`config.mk`:
```
export PLATFORM = sky130hd
export DESIGN_NAME = serial_unit
export DESIGN_NICKNAME = d
export VERILOG_FILES = /design/src/usart_pkg.sv /design/src/serial_unit.sv
export SDC_FILE = /design/constraint.sdc
export NUM_CORES = 1
export LEC_CHECK = 0
export BUFFER_PORTS_ARGS = -buffer_cell sky130_fd_sc_hd__buf_2
export CAP_MARGIN = 15
export CORE_MARGIN = 2
export CORE_UTILIZATION = 25
export CTS_BUF_LIST = sky130_fd_sc_hd__clkbuf_8
export DETAILED_ROUTE_END_ITERATION = 8
export HOLD_SLACK_MARGIN = 0.06
export PLACE_DENSITY = 0.46
export SLEW_MARGIN = 20
export SYNTH_ARGS = -nofsm -noshare
export SYNTH_HDL_FRONTEND = slang
export SYNTH_SLANG_ARGS = --single-unit
```
`constraint.sdc`:
```
create_clock -name clock -period 5.4 [get_ports clock]
set_input_delay 0.27 -clock clock [delete_from_list [all_inputs] [get_ports clock]]
set_output_delay 0.27 -clock clock [all_outputs]
set_load 0.01 [all_outputs]
```
`src/usart_pkg.sv`:
```
`default_nettype none
package usart_pkg;
  // control/data select values
  localparam logic       SEL_DATA = 1'h0;
  localparam logic       SEL_CTRL = 1'h1;
  // mode word fields
  localparam int         M_FACT_LSB = 0;
  localparam int         M_FACT_MSB = 1;
  localparam int         M_LEN_LSB  = 2;
  localparam int         M_LEN_MSB  = 3;
  localparam int         M_PAR_EN   = 4;
  localparam int         M_PAR_EVEN = 5;
  localparam int         M_EXT_SYNC = 6;
  localparam int         M_ONE_SYNC = 7;
  localparam int         M_STOP_LSB = 6;
  localparam int         M_STOP_MSB = 7;
  localparam logic [1:0] FACT_SYNC  = 2'h0;
  localparam logic [1:0] FACT_1X    = 2'h1;
  localparam logic [1:0] FACT_16X   = 2'h2;
  localparam logic [1:0] STOP_ONE   = 2'h1;
  localparam logic [1:0] STOP_HALF  = 2'h2;
  localparam logic [6:0] DIV_1X     = 7'h01;
  localparam logic [6:0] DIV_16X    = 7'h10;
  localparam logic [6:0] DIV_64X    = 7'h40;
  localparam logic [3:0] LEN_BASE   = 4'h5;
  localparam logic [3:0] LEN_MAX    = 4'h8;
  // command word fields
  localparam int         C_TX_EN    = 0;
  localparam int         C_RX_EN    = 2;
  localparam int         C_BREAK    = 3;
  localparam int         C_ERR_RST  = 4;
  localparam int         C_INT_RST  = 6;
  localparam int         C_HUNT     = 7;
  // status word fields
  localparam int         S_TX_RDY   = 0;
  localparam int         S_RX_RDY   = 1;
  localparam int         S_TX_EMPTY = 2;
  localparam int         S_PE       = 3;
  localparam int         S_OE       = 4;
  localparam int         S_FE       = 5;
  localparam int         S_SYNC_DETECT_PIN   = 6;
  localparam int         S_SPARE    = 7;
  typedef enum logic [3:0] {
    PH_MODE  = 4'h1,
    PH_SYNC1 = 4'h2,
    PH_SYNC2 = 4'h4,
    PH_CMD   = 4'h8
  } phase_t;
  typedef enum logic [5:0] {
    RX_IDLE  = 6'h01,
    RX_START = 6'h02,
    RX_BITS  = 6'h04,
    RX_STOP  = 6'h08,
    RX_HUNT  = 6'h10,
    RX_HUNT2 = 6'h20
  } rx_state_t;
endpackage : usart_pkg
`default_nettype wire

```
`src/serial_unit.sv`:
```
// Our own choices: the address map and the plain strobed port.
`default_nettype none
module serial_unit (
  input  wire logic       clock,
  input  wire logic       sys_rst,
  input  wire logic       c_d,
  input  wire logic [7:0] wdata,
  input  wire logic       wr,
  input  wire logic       rd,
  output logic      [7:0] rdata,
  input  wire logic       cts_n,
  input  wire logic       tx_bit_clock,
  input  wire logic       rx_bit_clock,
  input  wire logic       rx_serial,
  input  wire logic       sync_detect_in,
  output logic            tx_serial,
  output logic            tx_ready_flag,
  output logic            tx_empty_flag,
  output logic            rx_ready_flag,
  output logic            sync_detect_out,
  output logic            sync_detect_oe
);

  typedef struct packed {
    usart_pkg::phase_t    phase;
    logic [7:0]           mode;
    logic [7:0]           cmd;
    logic [7:0]           sync1;
    logic [7:0]           sync2;
    logic [7:0]           rdata;
    logic                 txc_q;
    logic [7:0]           hold;
    logic                 hold_full;
    logic [11:0]          tx_sh;
    logic [3:0]           tx_left;
    logic [6:0]           tx_cnt;
    logic                 tx_busy;
    logic                 tx_empty;
    logic                 tx_bit;
    logic                 tx_line;
    logic                 tx_started;
    logic                 sync_idx;
    logic                 rxc_q;
    logic                 rxd_q;
    usart_pkg::rx_state_t rx_st;
    logic [6:0]           rx_cnt;
    logic [3:0]           rx_idx;
    logic [7:0]           rx_sh;
    logic                 rx_par;
    logic [7:0]           rx_buf;
    logic                 rx_rdy;
    logic                 pe;
    logic                 oe;
    logic                 fe;
    logic                 sync_detect_pin;
  } st_t;

  st_t        st;
  st_t        next_st;
  logic [3:0] len;
  logic [6:0] period;
  logic [6:0] half;
  logic [7:0] len_mask;
  logic [7:0] status;
  logic [3:0] nbits;
  logic       is_sync;
  logic       ext_sync;
  logic       one_sync;
  logic       par_en;
  logic       odd;
  logic       stop_half;
  logic       can_send;
  logic       tx_tick;
  logic       rx_tick;
  logic       data_wr;
  logic       ctrl_wr;
  logic       data_rd;
  logic       stat_rd;
  logic       rx_load;
  logic       hunt_hit;
  logic       filler;

  function automatic logic [6:0] period_of(input logic [7:0] m);
    case (m[usart_pkg::M_FACT_MSB:usart_pkg::M_FACT_LSB])
      usart_pkg::FACT_16X: period_of = usart_pkg::DIV_16X;
      usart_pkg::FACT_SYNC,
      usart_pkg::FACT_1X:  period_of = usart_pkg::DIV_1X;
      default:             period_of = usart_pkg::DIV_64X;
    endcase
  endfunction : period_of

  function automatic logic par_of(input logic [7:0] d, input logic [3:0] n, input logic o);
    logic p;
    p = o;
    for (int i = 0; i < 8; i++)
      if (i < int'(n))
        p = p ^ d[i];
    return p;
  endfunction : par_of

  // sync frames carry no start or stop bits, so data starts at bit zero
  function automatic logic [11:0] tx_frame(input logic [7:0] d, input logic [3:0] n,
                                           input logic sy, input logic pen, input logic o);
    logic [11:0] f;
    int          s;
    f = '1;
    s = sy ? 0 : 1;
    if (!sy)
      f[0] = 1'h0;
    for (int i = 0; i < 8; i++)
      if (i < int'(n))
        f[s + i] = d[i];
    if (pen)
      f[s + int'(n)] = par_of(d, n, o);
    return f;
  endfunction : tx_frame

  assign len       = usart_pkg::LEN_BASE
                     + {2'h0, st.mode[usart_pkg::M_LEN_MSB:usart_pkg::M_LEN_LSB]};
  assign period    = period_of(st.mode);
  assign half      = period >> 1;
  assign len_mask  = 8'hff >> (usart_pkg::LEN_MAX - len);
  assign is_sync   = st.mode[usart_pkg::M_FACT_MSB:usart_pkg::M_FACT_LSB] == usart_pkg::FACT_SYNC;
  assign ext_sync  = st.mode[usart_pkg::M_EXT_SYNC];
  assign one_sync  = st.mode[usart_pkg::M_ONE_SYNC];
  assign par_en    = st.mode[usart_pkg::M_PAR_EN];
  assign odd       = !st.mode[usart_pkg::M_PAR_EVEN];
  assign stop_half = st.mode[usart_pkg::M_STOP_MSB:usart_pkg::M_STOP_LSB] == usart_pkg::STOP_HALF;
  assign nbits     = is_sync ? len + {3'h0, par_en}
                     : len + {3'h0, par_en} + ((st.mode[usart_pkg::M_STOP_MSB:usart_pkg::M_STOP_LSB]
                       == usart_pkg::STOP_ONE) ? 4'h2 : 4'h3);
  assign data_wr   = wr && c_d == usart_pkg::SEL_DATA;
  assign ctrl_wr   = wr && c_d == usart_pkg::SEL_CTRL;
  assign data_rd   = rd && c_d == usart_pkg::SEL_DATA;
  assign stat_rd   = rd && c_d == usart_pkg::SEL_CTRL;
  assign can_send  = st.phase == usart_pkg::PH_CMD && st.cmd[usart_pkg::C_TX_EN] && !cts_n;
  assign tx_tick   = st.txc_q && !tx_bit_clock;
  assign rx_tick   = !st.rxc_q && rx_bit_clock;

  always_comb
  begin
    status                       = '0;
    status[usart_pkg::S_TX_RDY]  = !st.hold_full;
    status[usart_pkg::S_RX_RDY]  = st.rx_rdy;
    status[usart_pkg::S_TX_EMPTY] = st.tx_empty;
    status[usart_pkg::S_PE]      = st.pe;
    status[usart_pkg::S_OE]      = st.oe;
    status[usart_pkg::S_FE]      = st.fe;
    status[usart_pkg::S_SYNC_DETECT_PIN]  = st.sync_detect_pin;
    status[usart_pkg::S_SPARE]   = 1'h0;
  end

  always_comb
  begin
    logic [6:0] bit_len;
    logic       fin;
    next_st  = st;
    rx_load  = 1'h0;
    hunt_hit = 1'h0;
    filler   = 1'h0;
    fin      = 1'h0;
    bit_len  = (st.tx_left == 4'h1 && stop_half && !is_sync) ? half : period;
    next_st.txc_q = tx_bit_clock;
    next_st.rxc_q = rx_bit_clock;
    // clears come first so that a same-cycle hardware event wins; the internal reset is applied last and overrides all of it
    if (data_wr)
    begin
      next_st.hold      = wdata;
      next_st.hold_full = 1'h1;
      next_st.tx_empty  = 1'h0;
    end
    if (data_rd)
    begin
      next_st.rdata  = st.rx_buf;
      next_st.rx_rdy = 1'h0;
    end
    if (stat_rd)
    begin
      next_st.rdata  = status;
      next_st.sync_detect_pin = 1'h0;
    end
    if (ctrl_wr)
      case (st.phase)
        usart_pkg::PH_MODE:
        begin
          next_st.mode  = wdata;
          next_st.phase = (wdata[usart_pkg::M_FACT_MSB:usart_pkg::M_FACT_LSB] == usart_pkg::FACT_SYNC)
                          ? usart_pkg::PH_SYNC1 : usart_pkg::PH_CMD;
        end
        usart_pkg::PH_SYNC1:
        begin
          next_st.sync1 = wdata;
          next_st.phase = one_sync ? usart_pkg::PH_CMD : usart_pkg::PH_SYNC2;
        end
        usart_pkg::PH_SYNC2:
        begin
          next_st.sync2 = wdata;
          next_st.phase = usart_pkg::PH_CMD;
        end
        default:
        begin
          next_st.cmd = wdata;
          if (wdata[usart_pkg::C_ERR_RST])
          begin
            next_st.pe = 1'h0;
            next_st.oe = 1'h0;
            next_st.fe = 1'h0;
          end
          if (wdata[usart_pkg::C_HUNT] && is_sync && !ext_sync)
          begin
            next_st.rx_st  = usart_pkg::RX_HUNT;
            next_st.rx_sh  = '0;
            next_st.rx_idx = '0;
          end
        end
      endcase
    // transmitter
    if (tx_tick)
    begin
      if (st.tx_busy)
      begin
        if (st.tx_cnt + 7'h01 >= bit_len)
        begin
          next_st.tx_cnt  = '0;
          next_st.tx_sh   = st.tx_sh >> 1;
          next_st.tx_left = st.tx_left - 4'h1;
          next_st.tx_bit  = st.tx_sh[1];
          fin             = st.tx_left == 4'h1;
        end
        else
          next_st.tx_cnt = st.tx_cnt + 7'h01;
      end
      if (!st.tx_busy || fin)
      begin
        if (can_send && st.hold_full)
        begin
          next_st.tx_sh      = tx_frame(st.hold, len, is_sync, par_en, odd);
          next_st.hold_full  = data_wr;
          next_st.tx_started = is_sync;
        end
        else if (is_sync && st.tx_started && can_send)
        begin
          filler             = 1'h1;
          next_st.tx_sh      = tx_frame(st.sync_idx ? st.sync2 : st.sync1, len, 1'h1, par_en, odd);
          next_st.sync_idx   = !one_sync && !st.sync_idx;
          next_st.tx_empty   = 1'h1;
        end
        else
        begin
          next_st.tx_busy = 1'h0;
          next_st.tx_bit  = 1'h1;
          if (fin)
            next_st.tx_empty = 1'h1;
        end
        if (next_st.tx_sh != st.tx_sh >> 1 || !fin || filler)
          if (filler || (can_send && st.hold_full))
          begin
            next_st.tx_bit  = next_st.tx_sh[0];
            next_st.tx_left = nbits;
            next_st.tx_cnt  = '0;
            next_st.tx_busy = 1'h1;
          end
      end
    end
    next_st.tx_line = next_st.tx_bit && !st.cmd[usart_pkg::C_BREAK];
    // receiver, sampled on rising bit clock edges
    if (rx_tick)
    begin
      next_st.rxd_q = rx_serial;
      case (st.rx_st)
        usart_pkg::RX_IDLE:
          if (!is_sync && st.rxd_q && !rx_serial)
          begin
            next_st.rx_cnt = '0;
            next_st.rx_idx = '0;
            next_st.rx_sh  = '0;
            next_st.rx_st  = (period == usart_pkg::DIV_1X) ? usart_pkg::RX_BITS : usart_pkg::RX_START;
          end
          else if (is_sync && ext_sync && sync_detect_in)
          begin
            next_st.rx_idx = '0;
            next_st.rx_sh  = '0;
            next_st.rx_st  = usart_pkg::RX_BITS;
          end
        usart_pkg::RX_START:
          if (st.rx_cnt + 7'h01 >= half)
          begin
            next_st.rx_cnt = '0;
            next_st.rx_st  = rx_serial ? usart_pkg::RX_IDLE : usart_pkg::RX_BITS;
          end
          else
            next_st.rx_cnt = st.rx_cnt + 7'h01;
        usart_pkg::RX_BITS:
          if (st.rx_cnt + 7'h01 >= period)
          begin
            next_st.rx_cnt = '0;
            if (st.rx_idx < len)
              next_st.rx_sh[st.rx_idx[2:0]] = rx_serial;
            else
              next_st.rx_par = rx_serial;
            next_st.rx_idx = st.rx_idx + 4'h1;
            if (st.rx_idx + 4'h1 == len + {3'h0, par_en})
            begin
              next_st.rx_idx = '0;
              if (is_sync)
                rx_load = 1'h1;
              else
                next_st.rx_st = usart_pkg::RX_STOP;
            end
          end
          else
            next_st.rx_cnt = st.rx_cnt + 7'h01;
        usart_pkg::RX_STOP:
          if (st.rx_cnt + 7'h01 >= period)
          begin
            next_st.rx_cnt = '0;
            next_st.fe     = next_st.fe || !rx_serial;
            rx_load        = 1'h1;
            next_st.rx_st  = usart_pkg::RX_IDLE;
          end
          else
            next_st.rx_cnt = st.rx_cnt + 7'h01;
        usart_pkg::RX_HUNT:
        begin
          next_st.rx_sh = {rx_serial, st.rx_sh[7:1]};
          if ((next_st.rx_sh >> (usart_pkg::LEN_MAX - len)) == (st.sync1 & len_mask))
          begin
            if (one_sync)
              hunt_hit = 1'h1;
            else
            begin
              next_st.rx_st  = usart_pkg::RX_HUNT2;
              next_st.rx_idx = '0;
              next_st.rx_sh  = '0;
            end
          end
        end
        usart_pkg::RX_HUNT2:
        begin
          next_st.rx_sh[st.rx_idx[2:0]] = rx_serial;
          next_st.rx_idx                = st.rx_idx + 4'h1;
          if (st.rx_idx + 4'h1 == len)
          begin
            hunt_hit      = next_st.rx_sh == (st.sync2 & len_mask);
            next_st.rx_st = usart_pkg::RX_HUNT;
          end
        end
        default:
          next_st.rx_st = usart_pkg::RX_IDLE;
      endcase
    end
    if (hunt_hit)
    begin
      next_st.sync_detect_pin = 1'h1;
      next_st.rx_st  = usart_pkg::RX_BITS;
      next_st.rx_idx = '0;
      next_st.rx_sh  = '0;
      next_st.rx_cnt = '0;
    end
    // errors are recorded but never stop the receiver
    if (rx_load)
    begin
      next_st.rx_buf = next_st.rx_sh & len_mask;
      next_st.oe     = next_st.oe || next_st.rx_rdy;
      next_st.pe     = next_st.pe || (par_en
                       && next_st.rx_par != par_of(next_st.rx_sh, len, odd));
      next_st.rx_rdy = 1'h1;
      next_st.rx_sh  = '0;
    end
    if (!next_st.cmd[usart_pkg::C_RX_EN])
      next_st.rx_st = usart_pkg::RX_IDLE;
    if (ctrl_wr && st.phase == usart_pkg::PH_CMD && wdata[usart_pkg::C_INT_RST])
    begin
      next_st.phase      = usart_pkg::PH_MODE;
      next_st.cmd        = '0;
      next_st.hold_full  = 1'h0;
      next_st.tx_busy    = 1'h0;
      next_st.tx_bit     = 1'h1;
      next_st.tx_line    = 1'h1;
      next_st.tx_empty   = 1'h1;
      next_st.tx_started = 1'h0;
      next_st.sync_idx   = 1'h0;
      next_st.rx_st      = usart_pkg::RX_IDLE;
      next_st.rx_rdy     = 1'h0;
      next_st.sync_detect_pin     = 1'h0;
      next_st.pe         = 1'h0;
      next_st.oe         = 1'h0;
      next_st.fe         = 1'h0;
    end
  end

  always_ff @(posedge clock or posedge sys_rst)
  begin
    if (sys_rst)
    begin
      st          <= '0;
      st.phase    <= usart_pkg::PH_MODE;
      st.rx_st    <= usart_pkg::RX_IDLE;
      st.tx_bit   <= 1'h1;
      st.tx_line  <= 1'h1;
      st.tx_empty <= 1'h1;
      st.txc_q    <= 1'h1;
      st.rxd_q    <= 1'h1;
    end
    else
      st <= next_st;
  end

  assign rdata           = st.rdata;
  assign tx_serial       = st.tx_line;
  assign tx_ready_flag   = !st.hold_full && !cts_n && st.cmd[usart_pkg::C_TX_EN];
  assign tx_empty_flag   = st.tx_empty;
  assign rx_ready_flag   = st.rx_rdy;
  assign sync_detect_out = st.sync_detect_pin;
  assign sync_detect_oe  = is_sync && !ext_sync;
endmodule : serial_unit
`default_nettype wire

```
==> summary.md <==
| Metric | Value |
|---|---|
| WS Path Type | reg -> reg |
| Vias in the first global route | 8083 |
| # port buffers | 31 |
| Hold Slack | 0.0918 ns |
| Drt first-iter violations | about 800 |
| Rel. slew slack | 38.6% |
| CP bufs+invs | 1 |
| Total Routing Usage GR | 16.3% |
| Crit path from | st[55]$_DFFE_PP0P_ |
| Arrival time worst endpoint | just over 5 ns |
| GRT Residual Overflow | 0 |
| Final instance area | roughly 0.011 mm^2 |
| H-tree levels | 4 |
| Slew Limit Fails | 0 |
| Final Hold Fails | 0 |
| DP Area | 0.0101 mm^2 |
| Max clock buf depth | 2 |
| Yosys reg bits | approximately 120 |
| Worst clock skew | about 0.016 ns |
| Core area | approximately 0.037 mm^2 |
| Number of synthesized flops with an enable pin | 0 |
| Max-cap violations | 0 |
| Gpl congestion | a little under 0.9 |
| Worst reg2reg path endpoint | st[55]$_DFFE_PP0P_ |
| DP Cell Count | 1592 |
| CP startpoint kind | flop |
| Antenna Diode Count | 0 |
| Post-synthesis average cell area | 8.58 um^2 |
| Worst path cell trace | inv_1 -> ha_1 -> nand2_1 -> nor4_1 -> nor2_1 -> ha_1 -> nor2_1 -> a31oi_1 -> o21ai_0 -> a21o_1 -> a211oi_1 -> a211oi_2 -> nor2_1 -> a2111oi_1 -> a21o_1 -> a2111oi_0 -> a311o_1 |
| Wirelength, routed | roughly 31 mm |
| Fraction of layout cells with a size suffix above 1 | between 10% and 20% |
| RR Startpoint | st[55]$_DFFE_PP0P_ |
| Crit-path slowest cell | a21o_1 |
| Period utilization | 89.1% |
| Syn_nets | around 1200 |
| Hold endpoint | st[76]$_DFFE_PP0P_ |
| Place WS | 0.647 ns |
| Min-delay src | wdata[5] |
| Netlist Area Pre-Place | ~0.0095 mm^2 |
| Routed len/inst | 19.3 um |
| Pin count of the biggest net entering global routing | 75 |
| CP max FO | 17 |
| Final #Nets | 1154 |
| Delay-heaviest family, CP | compound AO/OA/AOI/OAI gates |
| Fmax | between 0.2 and 0.25 GHz |
| Non-filler cells, final | 1628 |
| Clock sinks | 118 |
| # IOs | 32 |
| Placed wire-length estimate | 23.3 mm |
| Distinct cells, synth | 102 |
| Post-route DRC | 0 |
| CTS root buf | clkbuf_8 |
| Run status | finished clean |
| Vias post-DR | approximately 8500 |
| Inserted Clock Buffers | 17 |
| Async SR Flop Fraction | 100% |
| Final worst setup slack | around 0.6 ns |
| HP Class | in -> reg |
| Worst VDD drop | between 0.15 and 0.2 mV |
| RSZ-0062 raised after global routing | no |
| Main synth FF type | dfrtp_1 |
| Post-CTS setup buffers | 0 |
| Worst-Skew Late Latency | 0.47 ns |
| Crit path top cell by count | nor2_1 |
| Hold path cells | 3 |
| Die H | 199 um |
| Crit path depth | 17 |
| R2R depth | 17 |
| Worst Tran Pin Value | 0.920 ns |
| R2R setup slack | 0.59 ns |
| Initial Utilization | 25.3% |
| Post-layout util | 28.1% |
| Worst path max stage delay | approximately 0.54 ns |
| Final setup vio count | 0 |
| Drt first pass iters | 5 |
| Antenna violations before repair | 1 |
| CTS tree | done |
| Power Total | about 4.7 mW |
| Worst EP required | 5.76 ns |
| Sum Neg Setup Slack | 0 ns |
| Cell Rows | 71 |
| First-pass GRT wire length | 49.3 mm |
| Vias/cell | 5.25 |
| Final critical-path required period | 4.81 ns |
| Seq/Total Area, Yosys | 31.2% |
| Clk slew on worst S/H paths | 0.08 ns |
| Die Wd | 199 um |
| CTS resizes | 0 |
| Die ar. | 0.0395 mm^2 |
| Leakage power | 4.24 nW |
| Pwr Density | 449 mW/mm^2 |
| Synthesis Warnings | 0 |
| Post-Syn Instances | 1105 |
| CP endpoint kind | flop |
| Antenna-violating nets left | 0 |
| Area Overhead vs Synth | 11.1% |
==> worst max path at each step <==
stage                         endpoint
floorplan              st[3]$_DFF_PP0_
finish              st[55]$_DFFE_PP0P_
global route        st[55]$_DFFE_PP0P_
global placement    st[55]$_DFFE_PP0P_
detailed placement  st[55]$_DFFE_PP0P_
CTS                 st[55]$_DFFE_PP0P_
==> routing by layer <==
metal	vias up	GRT usage (%)	part of all wire [%]
met5	-	0	0
met4	0	5.44	2.2
met3	35	2.48	4.2
met2	249	24.4	45
met1	4182	23.7	49
li1	4075	-	-
==> layout make-up <==
class | count | area, um^2
Clock buffer | 19 | 262
Timing Repair Buffer | 54 | 338
Fill cell | 4073 | 27000
Clock inverter | 13 | 171
Sequential cell | 118 | 2960
Tap cell | 511 | 639
Inverter | 42 | 163
Multi-Input combinational cell | 871 | 6000
==> cells in the mapped netlist, types with 5 or more instances <==
master       n  area share (%)
nor3_1      41             2.2
o21ai_0     63             3.3
buf_6        5            0.59
nor4b_1      5            0.46
clkbuf_1    44             1.7
a21oi_1     74             3.9
a211oi_1    18             1.4
a221oi_1     7            0.65
ha_1        30             4.0
inv_1       41             1.6
a2111oi_0    8            0.74
and3_1       8            0.53
a31oi_1     14            0.92
a32oi_1      5            0.46
nor3b_1      6            0.48
a211o_1      6            0.55
nor2_1      82             3.2
buf_2       13            0.69
xnor2_1     25             2.3
o31ai_1      9            0.71
dfstp_2      7             1.9
nand4_1     11            0.73
a21o_1       7            0.55
nor4_1      10            0.66
nor2b_1     13            0.86
nand3b_1     5            0.40
and2_1       6            0.40
a22oi_1      5            0.40
buf_4       11            0.87
or4_1        5            0.40
a22o_1       9            0.83
o21a_1       6            0.48
mux2_2      42             5.0
or3_1        6            0.40
a2111o_1     5            0.59
o211ai_1     8            0.63
nand3_1     36             1.9
dfrtp_1    111              29
xor2_1      16             1.5
nand2b_1    20             1.3
nand2_1    117             4.6
mux2i_1     41             4.3
==> what timing repair did <==
action | 4_1_cts | 5_1_grt
endpoints found under the setup margin | 0 | 0
hold buffers | 4 | 0
endpoints found under the hold margin | 71 | 0
==> cells in the final DEF, fill, tap and decap left out, types with 36 or more instances in the layout <==
cell     instances
nor2_1          82
o21ai_0         63
nor3_1          41
a21oi_1         74
nand3_1         36
nand2_1        117
mux2_2          42
mux2i_1         41
dfrtp_1        111
inv_1           40
==> power breakdown <==
group	leakage, nW	switching (mW)	internal [mW]
logic	2.53	1.41	0.959
registers	1.49	0.357	1.09
clock network	0.213	0.431	0.487
==> registers in the layout (all words and copies together), names as in the netlist <==
| name | count |
|---|---|
| par_en | 1 |
| rdata | 8 |
| tx_serial | 1 |
| sync_detect_out | 1 |
| rx_ready_flag | 1 |
| ext_sync | 1 |
| one_sync | 1 |
| tx_empty_flag | 1 |
| st | 103 |
==> cells by family after synthesis <==
group | share of synthesized area (%)
AO/OA/AOI/OAI | 23.0
AND/OR/NAND/NOR | 21.8
buffers and inverters | 5.60
flip-flops | 31.2
multiplexers | 9.44
XOR/XNOR | 4.50
adder cells (fa/ha/maj) | 4.38
==> worst register-to-register path, stage by stage, from the launching register on <==
cell       delay (ns)
dfrtp_1          0.42
inv_1            0.09
ha_1             0.17
nand2_1          0.19
nor4_1           0.38
nor2_1           0.09
ha_1             0.28
nor2_1           0.10
a31oi_1          0.08
o21ai_0          0.41
a21o_1           0.54
a211oi_1         0.17
a211oi_2         0.29
nor2_1           0.07
a2111oi_1        0.51
a21o_1           0.40
a2111oi_0        0.14
a311o_1          0.37
Note: power is estimated with default switching activity, not from simulation.
